$ cat src/rtl/loop_cmd_map.svh
/*
 * constants for the loop device command interpreter.
 * assumes inclusion by bare name from the design file.
 */
`ifndef LOOP_CMD_MAP_SVH
`define LOOP_CMD_MAP_SVH
`define DDL_SET_CTRL 5'h00
`define DDL_CLR_TX 5'h01
`define DDL_SET_CHAR 5'h02
`define DDL_BREAK_ON 5'h03
`define DDL_BREAK_OFF 5'h04
`define DDT_SEND_CTRL 5'h00
`define DDT_CLR_RX 5'h01
`define DDT_SEND_CHAR 5'h02
`define NUM_CTRL 5'h0E
`define NUM_CHAR 5'h0C
`define LAST_CTRL 5'h0D
`define LAST_CHAR 5'h0B
`define CTRL_READ_HI 4'h3
`define CTRL_DEFAULT 4'h0
`define CHAR_DEFAULT 8'h00
`define IDX_ZERO 5'h00
`define IDX_ONE 5'h01
`endif

$ cat src/rtl/loop_cmd_pkg.sv
/*
 * types shared by the loop device command interpreter.
 * assumes the map header sits beside it.
 */
package loop_cmd_pkg;
    typedef enum logic [1:0] {
        WR_IDLE = 2'b00,
        WR_CTRL = 2'b01,
        WR_CHAR = 2'b10
    } wr_sel_t;
    typedef enum logic [1:0] {
        RD_NONE = 2'b00,
        RD_CTRL = 2'b01,
        RD_CHAR = 2'b10
    } rd_sel_t;
    typedef enum logic [1:0] {
        MODE_LOCAL = 2'b00,
        MODE_REMOTE = 2'b01
    } mode_t;
endpackage

$ cat src/rtl/loop_device_cmd.sv
/*
 * device-dependent command interpreter for a serial loop to rs-232 interface.
 * assumes one-cycle pulses from the loop decoder, one data byte per pulse.
 */
`timescale 1ns/1ps
`include "loop_cmd_map.svh"
////////////////////////////////////////////////////////////////////////////////
// Overview of operation
// - listener code 0 stores up to 14 data bytes into control registers 0..13.
// - listener code 2 stores up to 12 data bytes into character registers 0..11.
// - listener code 3 clears transmit buffer and holds tx line low until break off.
// - listener code 4 clears transmit buffer and releases break.
// - talker code 0 makes next send-data return the 14 control registers.
// - talker code 2 makes next send-data return the 12 character registers.
// - write sequence stays armed until set full or next made listener.
// - readback stays selected until end-of-transmission, after last byte or not-ready.
// - local mode forwards data bytes unchanged to rs-232.
// - remote mode takes data bytes as instructions, never forwards them.
// - power-up and reset key select local mode.
// - remote enable only sets a flag; becoming listener enters remote.
// - go to local works only as listener and keeps the flag.
// - not remote enable forces local and clears the flag, in any state.
// - address state changes alone never leave remote mode.
// - device clear as listener empties buffers and restores register defaults.
// - control register readback byte is 0011 above the four-bit value.
module loop_device_cmd
    import loop_cmd_pkg::*;
(
    input wire logic clk,
    input wire logic rst,
    input wire logic key_reset,
    input wire logic is_listener,
    input wire logic is_talker,
    input wire logic became_listener,
    input wire logic ddl_valid,
    input wire logic [4:0] ddl_code,
    input wire logic ddt_valid,
    input wire logic [4:0] ddt_code,
    input wire logic cmd_remote_enable,
    input wire logic cmd_not_remote_enable,
    input wire logic cmd_go_to_local,
    input wire logic cmd_device_clear,
    input wire logic cmd_send_data,
    input wire logic cmd_not_ready,
    input wire logic data_valid,
    input wire logic [7:0] data_byte,
    input wire logic talk_next,
    input wire logic tx_serial,
    output logic tx_line,
    output logic fwd_valid,
    output logic [7:0] fwd_byte,
    output logic instr_valid,
    output logic [7:0] instr_byte,
    output logic tx_clear,
    output logic rx_clear,
    output logic rd_valid,
    output logic [7:0] rd_byte,
    output logic rd_eot,
    output logic remote_mode,
    output logic [3:0] first_control_register,
    output logic [3:0] last_control_register,
    output logic [7:0] first_character_register,
    output logic [7:0] last_character_register
);
    typedef struct packed {
        logic [13:0][3:0] ctrl;
        logic [11:0][7:0] chr;
        wr_sel_t wr;
        logic [4:0] wr_idx;
        rd_sel_t rd;
        logic rd_active;
        logic [4:0] rd_idx;
        logic brk;
        logic tx_line;
        logic fwd_valid;
        logic [7:0] fwd_byte;
        logic instr_valid;
        logic [7:0] instr_byte;
        logic tx_clear;
        logic rx_clear;
        logic rd_valid;
        logic [7:0] rd_byte;
        logic rd_eot;
        logic remote;
    } core_state_t;
    core_state_t st;
    core_state_t next_st;
    logic remote;

    function automatic logic [7:0] ctrl_byte(input logic [3:0] v);
        ctrl_byte = {`CTRL_READ_HI, v};
    endfunction

    ////////////////////////////////////////////////////////////////////////////
    remote_mode_fsm remote_mode_fsm_i (
        .clk(clk),
        .rst(rst),
        .key_reset(key_reset),
        .is_listener(is_listener),
        .became_listener(became_listener),
        .cmd_remote_enable(cmd_remote_enable),
        .cmd_not_remote_enable(cmd_not_remote_enable),
        .cmd_go_to_local(cmd_go_to_local),
        .remote(remote),
        .remote_enabled()
    );

    ////////////////////////////////////////////////////////////////////////////
    always_comb begin
        next_st = st;
        next_st.fwd_valid = 1'b0;
        next_st.instr_valid = 1'b0;
        next_st.tx_clear = 1'b0;
        next_st.rx_clear = 1'b0;
        next_st.rd_valid = 1'b0;
        next_st.rd_eot = 1'b0;
        next_st.remote = remote;
        if (became_listener) begin
            next_st.wr = WR_IDLE;
        end
        if (ddl_valid && is_listener) begin
            if (ddl_code == `DDL_SET_CTRL) begin
                next_st.wr = WR_CTRL;
                next_st.wr_idx = `IDX_ZERO;
            end else if (ddl_code == `DDL_CLR_TX) begin
                next_st.tx_clear = 1'b1;
            end else if (ddl_code == `DDL_SET_CHAR) begin
                next_st.wr = WR_CHAR;
                next_st.wr_idx = `IDX_ZERO;
            end else if (ddl_code == `DDL_BREAK_ON) begin
                next_st.tx_clear = 1'b1;
                next_st.brk = 1'b1;
            end else if (ddl_code == `DDL_BREAK_OFF) begin
                next_st.tx_clear = 1'b1;
                next_st.brk = 1'b0;
            end
        end
        if (ddt_valid && is_talker) begin
            if (ddt_code == `DDT_SEND_CTRL) begin
                next_st.rd = RD_CTRL;
                next_st.rd_active = 1'b0;
            end else if (ddt_code == `DDT_CLR_RX) begin
                next_st.rx_clear = 1'b1;
            end else if (ddt_code == `DDT_SEND_CHAR) begin
                next_st.rd = RD_CHAR;
                next_st.rd_active = 1'b0;
            end
        end
        if (data_valid && is_listener) begin
            if (st.wr == WR_CTRL) begin
                next_st.ctrl[st.wr_idx] = data_byte[3:0];
                next_st.wr_idx = st.wr_idx + `IDX_ONE;
                if (st.wr_idx == `LAST_CTRL) begin
                    next_st.wr = WR_IDLE;
                end
            end else if (st.wr == WR_CHAR) begin
                next_st.chr[st.wr_idx] = data_byte;
                next_st.wr_idx = st.wr_idx + `IDX_ONE;
                if (st.wr_idx == `LAST_CHAR) begin
                    next_st.wr = WR_IDLE;
                end
            end else if (remote) begin
                next_st.instr_valid = 1'b1;
                next_st.instr_byte = data_byte;
            end else begin
                next_st.fwd_valid = 1'b1;
                next_st.fwd_byte = data_byte;
            end
        end
        if (cmd_send_data && is_talker && st.rd != RD_NONE) begin
            next_st.rd_active = 1'b1;
            next_st.rd_idx = `IDX_ZERO;
        end else if (st.rd_active && cmd_not_ready) begin
            next_st.rd_eot = 1'b1;
            next_st.rd = RD_NONE;
            next_st.rd_active = 1'b0;
        end else if (st.rd_active && talk_next) begin
            if ((st.rd == RD_CTRL && st.rd_idx == `NUM_CTRL) ||
                (st.rd == RD_CHAR && st.rd_idx == `NUM_CHAR)) begin
                next_st.rd_eot = 1'b1;
                next_st.rd = RD_NONE;
                next_st.rd_active = 1'b0;
            end else begin
                next_st.rd_valid = 1'b1;
                next_st.rd_byte = (st.rd == RD_CTRL) ? ctrl_byte(st.ctrl[st.rd_idx])
                                                     : st.chr[st.rd_idx];
                next_st.rd_idx = st.rd_idx + `IDX_ONE;
            end
        end
        if (cmd_device_clear && is_listener) begin
            next_st.tx_clear = 1'b1;
            next_st.rx_clear = 1'b1;
            next_st.ctrl = {`NUM_CTRL{`CTRL_DEFAULT}};
            next_st.chr = {`NUM_CHAR{`CHAR_DEFAULT}};
        end
        next_st.tx_line = next_st.brk ? 1'b0 : tx_serial;
    end

    always_ff @(posedge clk) begin
        if (rst) begin
            st <= '0;
            st.tx_line <= 1'b1;
        end else begin
            st <= next_st;
        end
    end

    assign tx_line = st.tx_line;
    assign fwd_valid = st.fwd_valid;
    assign fwd_byte = st.fwd_byte;
    assign instr_valid = st.instr_valid;
    assign instr_byte = st.instr_byte;
    assign tx_clear = st.tx_clear;
    assign rx_clear = st.rx_clear;
    assign rd_valid = st.rd_valid;
    assign rd_byte = st.rd_byte;
    assign rd_eot = st.rd_eot;
    assign remote_mode = st.remote;
    assign first_control_register = st.ctrl[`IDX_ZERO];
    assign last_control_register = st.ctrl[`LAST_CTRL];
    assign first_character_register = st.chr[`IDX_ZERO];
    assign last_character_register = st.chr[`LAST_CHAR];
endmodule // loop_device_cmd

$ cat src/rtl/remote_mode_fsm.sv
/*
 * local and remote mode tracker with the remote-enabled flag.
 * assumes one-cycle command pulses from the loop decoder.
 */
`timescale 1ns/1ps
module remote_mode_fsm
    import loop_cmd_pkg::*;
(
    input wire logic clk,
    input wire logic rst,
    input wire logic key_reset,
    input wire logic is_listener,
    input wire logic became_listener,
    input wire logic cmd_remote_enable,
    input wire logic cmd_not_remote_enable,
    input wire logic cmd_go_to_local,
    output logic remote,
    output logic remote_enabled
);
    typedef struct packed {
        mode_t mode;
        logic ren;
    } fsm_state_t;
    fsm_state_t st;
    fsm_state_t next_st;
    always_comb begin
        next_st = st;
        if (cmd_remote_enable) begin
            next_st.ren = 1'b1;
        end
        case (st.mode)
            MODE_LOCAL: begin
                if (became_listener && (st.ren || cmd_remote_enable)) begin
                    next_st.mode = MODE_REMOTE;
                end
            end
            MODE_REMOTE: begin
                if (cmd_go_to_local && is_listener) begin
                    next_st.mode = MODE_LOCAL;
                end
            end
            default: next_st.mode = MODE_LOCAL;
        endcase
        if (cmd_not_remote_enable) begin
            next_st.mode = MODE_LOCAL;
            next_st.ren = 1'b0;
        end
        if (key_reset) begin
            next_st = '{mode: MODE_LOCAL, ren: 1'b0};
        end
    end
    always_ff @(posedge clk) begin
        if (rst) begin
            st <= '{mode: MODE_LOCAL, ren: 1'b0};
        end else begin
            st <= next_st;
        end
    end
    assign remote = (st.mode == MODE_REMOTE);
    assign remote_enabled = st.ren;
endmodule // remote_mode_fsm

$ cat config.mk
export PLATFORM = sky130hd
export DESIGN_NAME = loop_device_cmd
export DESIGN_NICKNAME = d
export VERILOG_FILES = /design/src/rtl/loop_cmd_pkg.sv /design/src/rtl/loop_device_cmd.sv /design/src/rtl/remote_mode_fsm.sv
export VERILOG_INCLUDE_DIRS = /design/src /design/src/rtl
export SDC_FILE = /design/constraint.sdc
export NUM_CORES = 1
export LEC_CHECK = 0
export BUFFER_PORTS_ARGS = -buffer_cell sky130_fd_sc_hd__buf_2
export CORE_MARGIN = 5
export CORE_UTILIZATION = 40
export DETAILED_ROUTE_END_ITERATION = 6
export GPL_TIMING_DRIVEN = 0
export PLACE_DENSITY = 0.56
export REMOVE_ABC_BUFFERS = 1
export SYNTH_ARGS = -nofsm -noshare
export SYNTH_HDL_FRONTEND = slang
export SYNTH_SLANG_ARGS = --single-unit
$ cat constraint.sdc
create_clock -name clk -period 2.5 [get_ports clk]
set_clock_uncertainty 0.2 [all_clocks]
set_input_delay 0.125 -clock clk [delete_from_list [all_inputs] [get_ports clk]]
set_output_delay 0.125 -clock clk [all_outputs]
set_load 0.01 [all_outputs]
==> results of run 1 <==
-- cells in the mapped netlist, types with 9 or more instances --
library cell	instances
buf_2	17
nand3_1	53
o21ai_0	69
nor3_1	9
mux4_2	22
a21oi_1	135
dfxtp_1	202
buf_4	52
ha_1	9
nor2b_1	10
o22ai_1	12
nand2b_1	14
inv_1	10
nand2_1	151
nor2_1	88
mux2i_1	77
clkbuf_1	51
-- worst max-delay path: cells and delay by family --
| family | cells | cell delay, ns |
|---|---|---|
| buf+inv | 4 | 1.81 |
| simple gates | 1 | 0.15 |
| compound gates | 3 | 0.46 |
-- worst paths after layout --
path | to | slack, ns | cells after the start | from
worst min register to register | st[57] | 0.25 | 2 | st[57]
worst min-delay path | fwd_byte[6] | 0.004 | 2 | rst
worst max register to register | rd_byte[3] | 0.16 | 8 | st[34]
worst max-delay path | tx_line | 0.15 | 8 | ddl_code[3]
-- cells by family (layout without fill, tap and decap cells) --
group | Yosys count | in the layout | synth area share
xor+xnor | 7 | 7 | 0.00652
mux | 106 | 106 | 0.153
flops | 202 | 202 | 0.430
simple gates | 359 | 360 | 0.175
compound gates | 243 | 243 | 0.143
fa+ha+maj | 9 | 9 | 0.0120
buf+inv | 139 | 196 | 0.0810
-- per-layer routing --
metal  track usage  up-vias  part of all wire
met4        0.0393        0             0.015
met1         0.281     3686              0.46
met5             0        -                 0
met2         0.321      189              0.47
met3        0.0283       34             0.053
li1              -     3756                 -
-- stage by stage --
| stage | std cells | area, um2 | worst slack, ns | util | TNS [ns] |
|---|---|---|---|---|---|
| finish | 1442 | 11100 | 0.150 | 0.474 | 0 |
| global route | 1442 | 11100 | -0.0118 | 0.474 | -0.0133 |
| CTS | 1439 | 10900 | -0.000135 | 0.468 | -0.000135 |
| detailed placement | 1349 | 9630 | -0.715 | 0.413 | -35.11 |
| global placement | 1345 | 9530 | -3.46 | 0.408 | -540.10 |
| floorplan | 936 | 8680 | -0.854 | - | -132.50 |
-- timing repair --
item / CTS / global route
resized for setup: 18 / 14
gates cloned: 1 / 0
pin swaps: 2 / 2
buffers inserted: 9 / 4
endpoints found under the setup margin: 116 / 127
hold endpoints to repair: 146 / 0
hold buffers: 39 / 0
-- final cells by class --
| type | count | area (um2) | share of cell area |
|---|---|---|---|
| clock buffers | 37 | 678 | 0.0614 |
| well taps | 319 | 399 | 0.0361 |
| multi-input cells | 725 | 4730 | 0.428 |
| clock inverters | 4 | 48.8 | 0.00442 |
| inverters | 10 | 37.5 | 0.00340 |
| flip-flops and latches | 202 | 4050 | 0.367 |
| repair buffers | 145 | 1100 | 0.0998 |
-- registers in the layout, indices dropped and copies added (netlist names), 4 cells and up --
| name | count |
|---|---|
| last_character_register | 8 |
| fwd_byte | 8 |
| first_control_register | 4 |
| rd_byte | 8 |
| first_character_register | 8 |
| last_control_register | 4 |
| instr_byte | 8 |
| st | 144 |
-- power by group through the flow --
| stage | clock [uW] | combinational [uW] | sequential [uW] |
|---|---|---|---|
| after floorplan | 0 | 74.6 | 3310 |
| after global placement | 0 | 218 | 3310 |
| after detailed placement | 0 | 230 | 3310 |
| after CTS | 3340 | 270 | 3230 |
| after global routing | 3480 | 293 | 3230 |
| final | 3270 | 270 | 3230 |
==> reports/results.tsv, run 1 <==
stage	metric	value	unit
logic_synthesis	EDFF count, synth	0	
logic_synthesis	yosys warns	0	
worst_setup_path	CP Class	in2reg	
layout	Antenna Cells	0	
logic_synthesis	Cells after Synth	1065	
logic_synthesis	Synth Cell Area	0.00940	mm2
logic_synthesis	largest cells by area after synthesis	dfxtp_1 43%, mux2i_1 8.2%, a21oi_1 7.2%	
clocking	Bufs on Longest Clock Path	3	
clocking	htree depth	1	
routing	TritonRoute pass-1 iters	4	
grt	Congestion Overflow GR	0	
placement	port bufs	90	
min_path	worst hold path type	in2reg	
routing	Detail Route Antenna Nets	0	
clocking	CTS Root Buffer Type	clkbuf_16	
power	maximum vdd drop	0.498	mV
floorplanning	full die area	0.0267	mm2
worst_setup_path	crit end category	register	
floorplanning	num rows	56	
worst_setup_path	crit path launch type	primary input	
grt	initial antenna violation count	0	
routing	Iter 0 DRT Violations	684	
clocking	Sink Count	202	
grt	Total GRT Usage	0.197	
power	Power Total	6780	uW
layout	# fillers	2278	
layout	commonest non-fill, non-tap cell in the layout	dfxtp_1	
logic_synthesis	async set-or-reset flop fraction in the synthesized netlist	0	
grt	largest net degree at the start of global routing	65	
power	Int Pwr	5280	uW
clocking	Clk Latency, worst-skew pair	0.51	ns
logic_synthesis	register area share after synthesis	0.430	
layout	NumNets Final	1151	
layout	area grow syn2layout	17.5	%
routing	Vias/cell	5.32	
timing	Final Hold Viols	0	
floorplanning	CORE AREA	0.0233	mm2
floorplanning	Ports	91	
timing	Worst Max-Slew Pin Slew	0.893	ns
logic_synthesis	Avg Inst Size Synth	8.83	um2
power	Reg power frac	0.477	
worst_setup_path	CP max stage cell	dlygate4sd3_1	
routing	# DRC	0	
power	P_sw	1500	uW
run	max-cap check violation count	0	
floorplanning	Die Height	163	um
timing	max-slew violations	0	
placement	placer congestion estimate	0.786	
timing	Achievable Freq	0.426	GHz
power	net switching fraction of the power	0.221	
logic_synthesis	Yosys reg bits	202	
logic_synthesis	cell taking the most area after synthesis	dfxtp_1	
clocking	CTS Buf Count	23	
timing	Min Clock Period, post-route	2.35	ns
clocking	Reg clk slew, reported paths	0.06	ns
timing	Max-slew headroom	0.403	
logic_synthesis	post-synth cell types	57	
layout	layout cell share with drive strength beyond 1	0.182	
timing	Final period util	0.940	
placement	HPWL after detailed placement	16000	um
layout	most frequent cells in the layout	198 x dfxtp_1, 149 x nand2_1, 134 x a21oi_1	
routing	via count	7665	
timing	endpoints failing setup	0	
status	status	finished, final reports clean	
routing	WL final	26700	um
timing	final hold slack	0.00444	ns
timing	RSZ-0062 raised after global routing	yes	
floorplanning	die outline width	163	um
worst_setup_path	worst-path maximum fanout	2	
worst_setup_path	CP peak stage delay	0.60	ns
logic_synthesis	dominant synthesized flop cell	dfxtp_1	
worst_setup_path	most numerous cell on the critical path	dlygate4sd3_1	
worst_setup_path	Arr. time, crit path	2.54	ns
worst_setup_path	Req. time, crit path	2.69	ns
worst_setup_path	critical path cell sequence	dlygate4sd3_1 -> buf_2 -> nor3_1 -> dlygate4sd3_1 -> a31oi_1 -> o21a_1 -> a21o_1 -> dlygate4sd3_1	
logic_synthesis	share of the synthesized area in the top cell type	0.430	
grt	first-pass GRT wire length	42100	um
power	PD cells	613	mW/mm2
clocking	CTS tree	done	
power	Comb pwr share	0.040	
power	clock share of power	0.483	
floorplanning	Starting Density	0.403	
power	Leakage	0.00370	uW
grt	vias in the first global route	7303	
routing	WL/cell	18.5	um
Note: power is estimated with default switching activity, not from simulation.
==> run 2, diff against run 1 <==
--- a/config.mk
+++ b/config.mk
@@ -8,10 +8,10 @@
 export LEC_CHECK = 0
 export BUFFER_PORTS_ARGS = -buffer_cell sky130_fd_sc_hd__buf_2
 export CORE_MARGIN = 5
-export CORE_UTILIZATION = 40
+export CORE_UTILIZATION = 45
 export DETAILED_ROUTE_END_ITERATION = 6
 export GPL_TIMING_DRIVEN = 0
-export PLACE_DENSITY = 0.56
+export PLACE_DENSITY = 0.61
 export REMOVE_ABC_BUFFERS = 1
 export SYNTH_ARGS = -nofsm -noshare
 export SYNTH_HDL_FRONTEND = slang
==> run 2 against run 1 <==
Against the previous run:
- first-iteration DRC count is 33% lower
- global-route usage increased by 1.2 points
- register-to-register slack worse by 0.06 ns
- largest cell class unchanged
- worst setup slack got worse by 0.10 ns
- non-clock buffer count down 3
- critical path depth rose by 1
- sequential cell count unchanged
==> reports/results.tsv, run 2 (synthesis results as in run 1) <==
stage	metric	value	unit
status	status	finished, final reports clean	
power	maximum vdd drop	0.484	mV
placement	HPWL after detailed placement	15200	um
worst_setup_path	critical path's top delay family	buffers and inverters	
power	Leakage	0.00371	uW
floorplanning	Starting Density	0.460	
worst_setup_path	CP bufs+invs	4	
clocking	Clk Latency, worst-skew pair	0.52	ns
routing	WL/cell	18.8	um
worst_setup_path	CP max stage cell	dlygate4sd3_1	
grt	Total GRT Usage	0.209	
routing	# DRC	0	
placement	placer congestion estimate	0.839	
worst_setup_path	crit end category	register	
timing	Final Hold Viols	0	
worst_setup_path	worst-path maximum fanout	9	
worst_setup_path	CP peak stage delay	0.61	ns
placement	Placed Area	0.00954	mm2
timing	RSZ-0062 raised after global routing	yes	
grt	vias in the first global route	7382	
floorplanning	full die area	0.0239	mm2
floorplanning	die outline width	155	um
floorplanning	CORE AREA	0.0204	mm2
layout	layout cell share with drive strength beyond 1	0.186	
floorplanning	num rows	52	
power	PD cells	633	mW/mm2
routing	Iter 0 DRT Violations	459	
layout	commonest non-fill, non-tap cell in the layout	dfxtp_1	
grt	first-pass GRT wire length	40600	um
layout	# fillers	1899	
routing	Detail Route Antenna Nets	0	
worst_setup_path	crit path launch type	primary input	
floorplanning	Ports	91	
layout	Top reg by flops	st	
timing	Max-slew headroom	0.362	
timing	Achievable Freq	0.408	GHz
worst_setup_path	most numerous cell on the critical path	dlygate4sd3_1	
floorplanning	Die Height	155	um
min_path	worst hold path type	in2reg	
worst_setup_path	critical path cell sequence	dlygate4sd3_1 -> clkbuf_4 -> nand2_1 -> nor3_1 -> dlygate4sd3_1 -> a31oi_1 -> o21a_1 -> a21o_1 -> dlygate4sd3_1	
clocking	CTS Buf Count	22	
timing	endpoints failing setup	0	
layout	Antenna Cells	0	
clocking	Sink Count	202	
timing	Final TNS setup	0	ns
layout	area grow syn2layout	17.1	%
timing	Min Clock Period, post-route	2.45	ns
layout	NumNets Final	1148	
grt	largest net degree at the start of global routing	87	
clocking	Reg clk slew, reported paths	0.06	ns
clocking	htree depth	1	
timing	Worst Max-Slew Pin Slew	0.955	ns
timing	Final period util	0.980	
grt	initial antenna violation count	0	
routing	Vias/cell	5.58	
routing	WL final	26100	um
worst_setup_path	CP Class	in2reg	
clocking	CTS Root Buffer Type	clkbuf_16	
placement	port bufs	90	
clocking	Bufs on Longest Clock Path	3	
grt	Congestion Overflow GR	0	
run	max-cap check violation count	0	
clocking	CTS tree	done	
timing	max-slew violations	0	
layout	most frequent cells in the layout	199 x dfxtp_1, 149 x nand2_1, 135 x a21oi_1	
layout	max reg flops	144	
routing	TritonRoute pass-1 iters	5	
routing	via count	7763	
worst_setup_path	Req. time, crit path	2.69	ns
worst_setup_path	Arr. time, crit path	2.64	ns
layout	post-route cell area	0.0110	mm2
-- run 2: cell type report --
class	count	area, um2	share of cell area
Multi-Input combinational cell	726	4760	0.432
Sequential cell	202	4050	0.368
Timing Repair Buffer	142	1050	0.0956
Clock buffer	32	618	0.0561
Tap cell	270	338	0.0307
Clock inverter	8	151	0.0137
Inverter	10	37.5	0.00341
-- run 2: tightest hold or removal path, stage by stage --
cell and delay, ns:
buf_2 0.10, o211ai_2 0.09, and3_4 0.22, nor2_1 0.10, a311oi_1 0.05
-- run 2: power by group --
part	total, uW	internal [uW]	leakage [uW]	switching [uW]
registers	3230	3230	0.00163	6.25
clock network	3470	2130	0.000376	1330
logic	272	92.7	0.00170	179
-- run 2: worst paths after layout --
kind | startpoint | end | slack [ns] | depth (start not counted)
worst min-delay path | is_talker | rd_byte[4] | 0.02 | 5
worst max register to register | st[47] | st[58] | 0.10 | 8
worst min register to register | instr_byte[5] | instr_byte[5] | 0.25 | 2
worst max-delay path | is_listener | tx_line | 0.05 | 9
-- run 2: metrics by stage --
step           worst slack (ns)  total power [uW]  std cells  hold WS, ns   util
4_1_cts                  -0.212              7010       1384       0.0398  0.530
3_5_place_dp             -0.788              3530       1299        0.111  0.467
5_1_grt                 -0.0515              7180       1390       0.0525  0.539
3_3_place_gp              -3.35              3520       1296        0.110  0.463
6_report                 0.0504              6970       1390       0.0197  0.539
2_1_floorplan            -0.854              3390        936     -0.00831      -
-- run 2: repair_timing --
item	4_1_cts	5_1_grt
cloned	1	1
resized for setup	15	23
endpoints found under the setup margin	111	116
hold buffers	38	0
pin swaps	1	4
endpoints found under the hold margin	137	0
setup buffers	6	5
-- run 2: per-layer routing --
layer	vias to the layer above	track usage	part of all wire
li1	3754	-	-
met1	3776	0.269	0.43
met2	186	0.357	0.49
met3	47	0.0391	0.050
met4	0	0.0597	0.024
met5	-	0	0
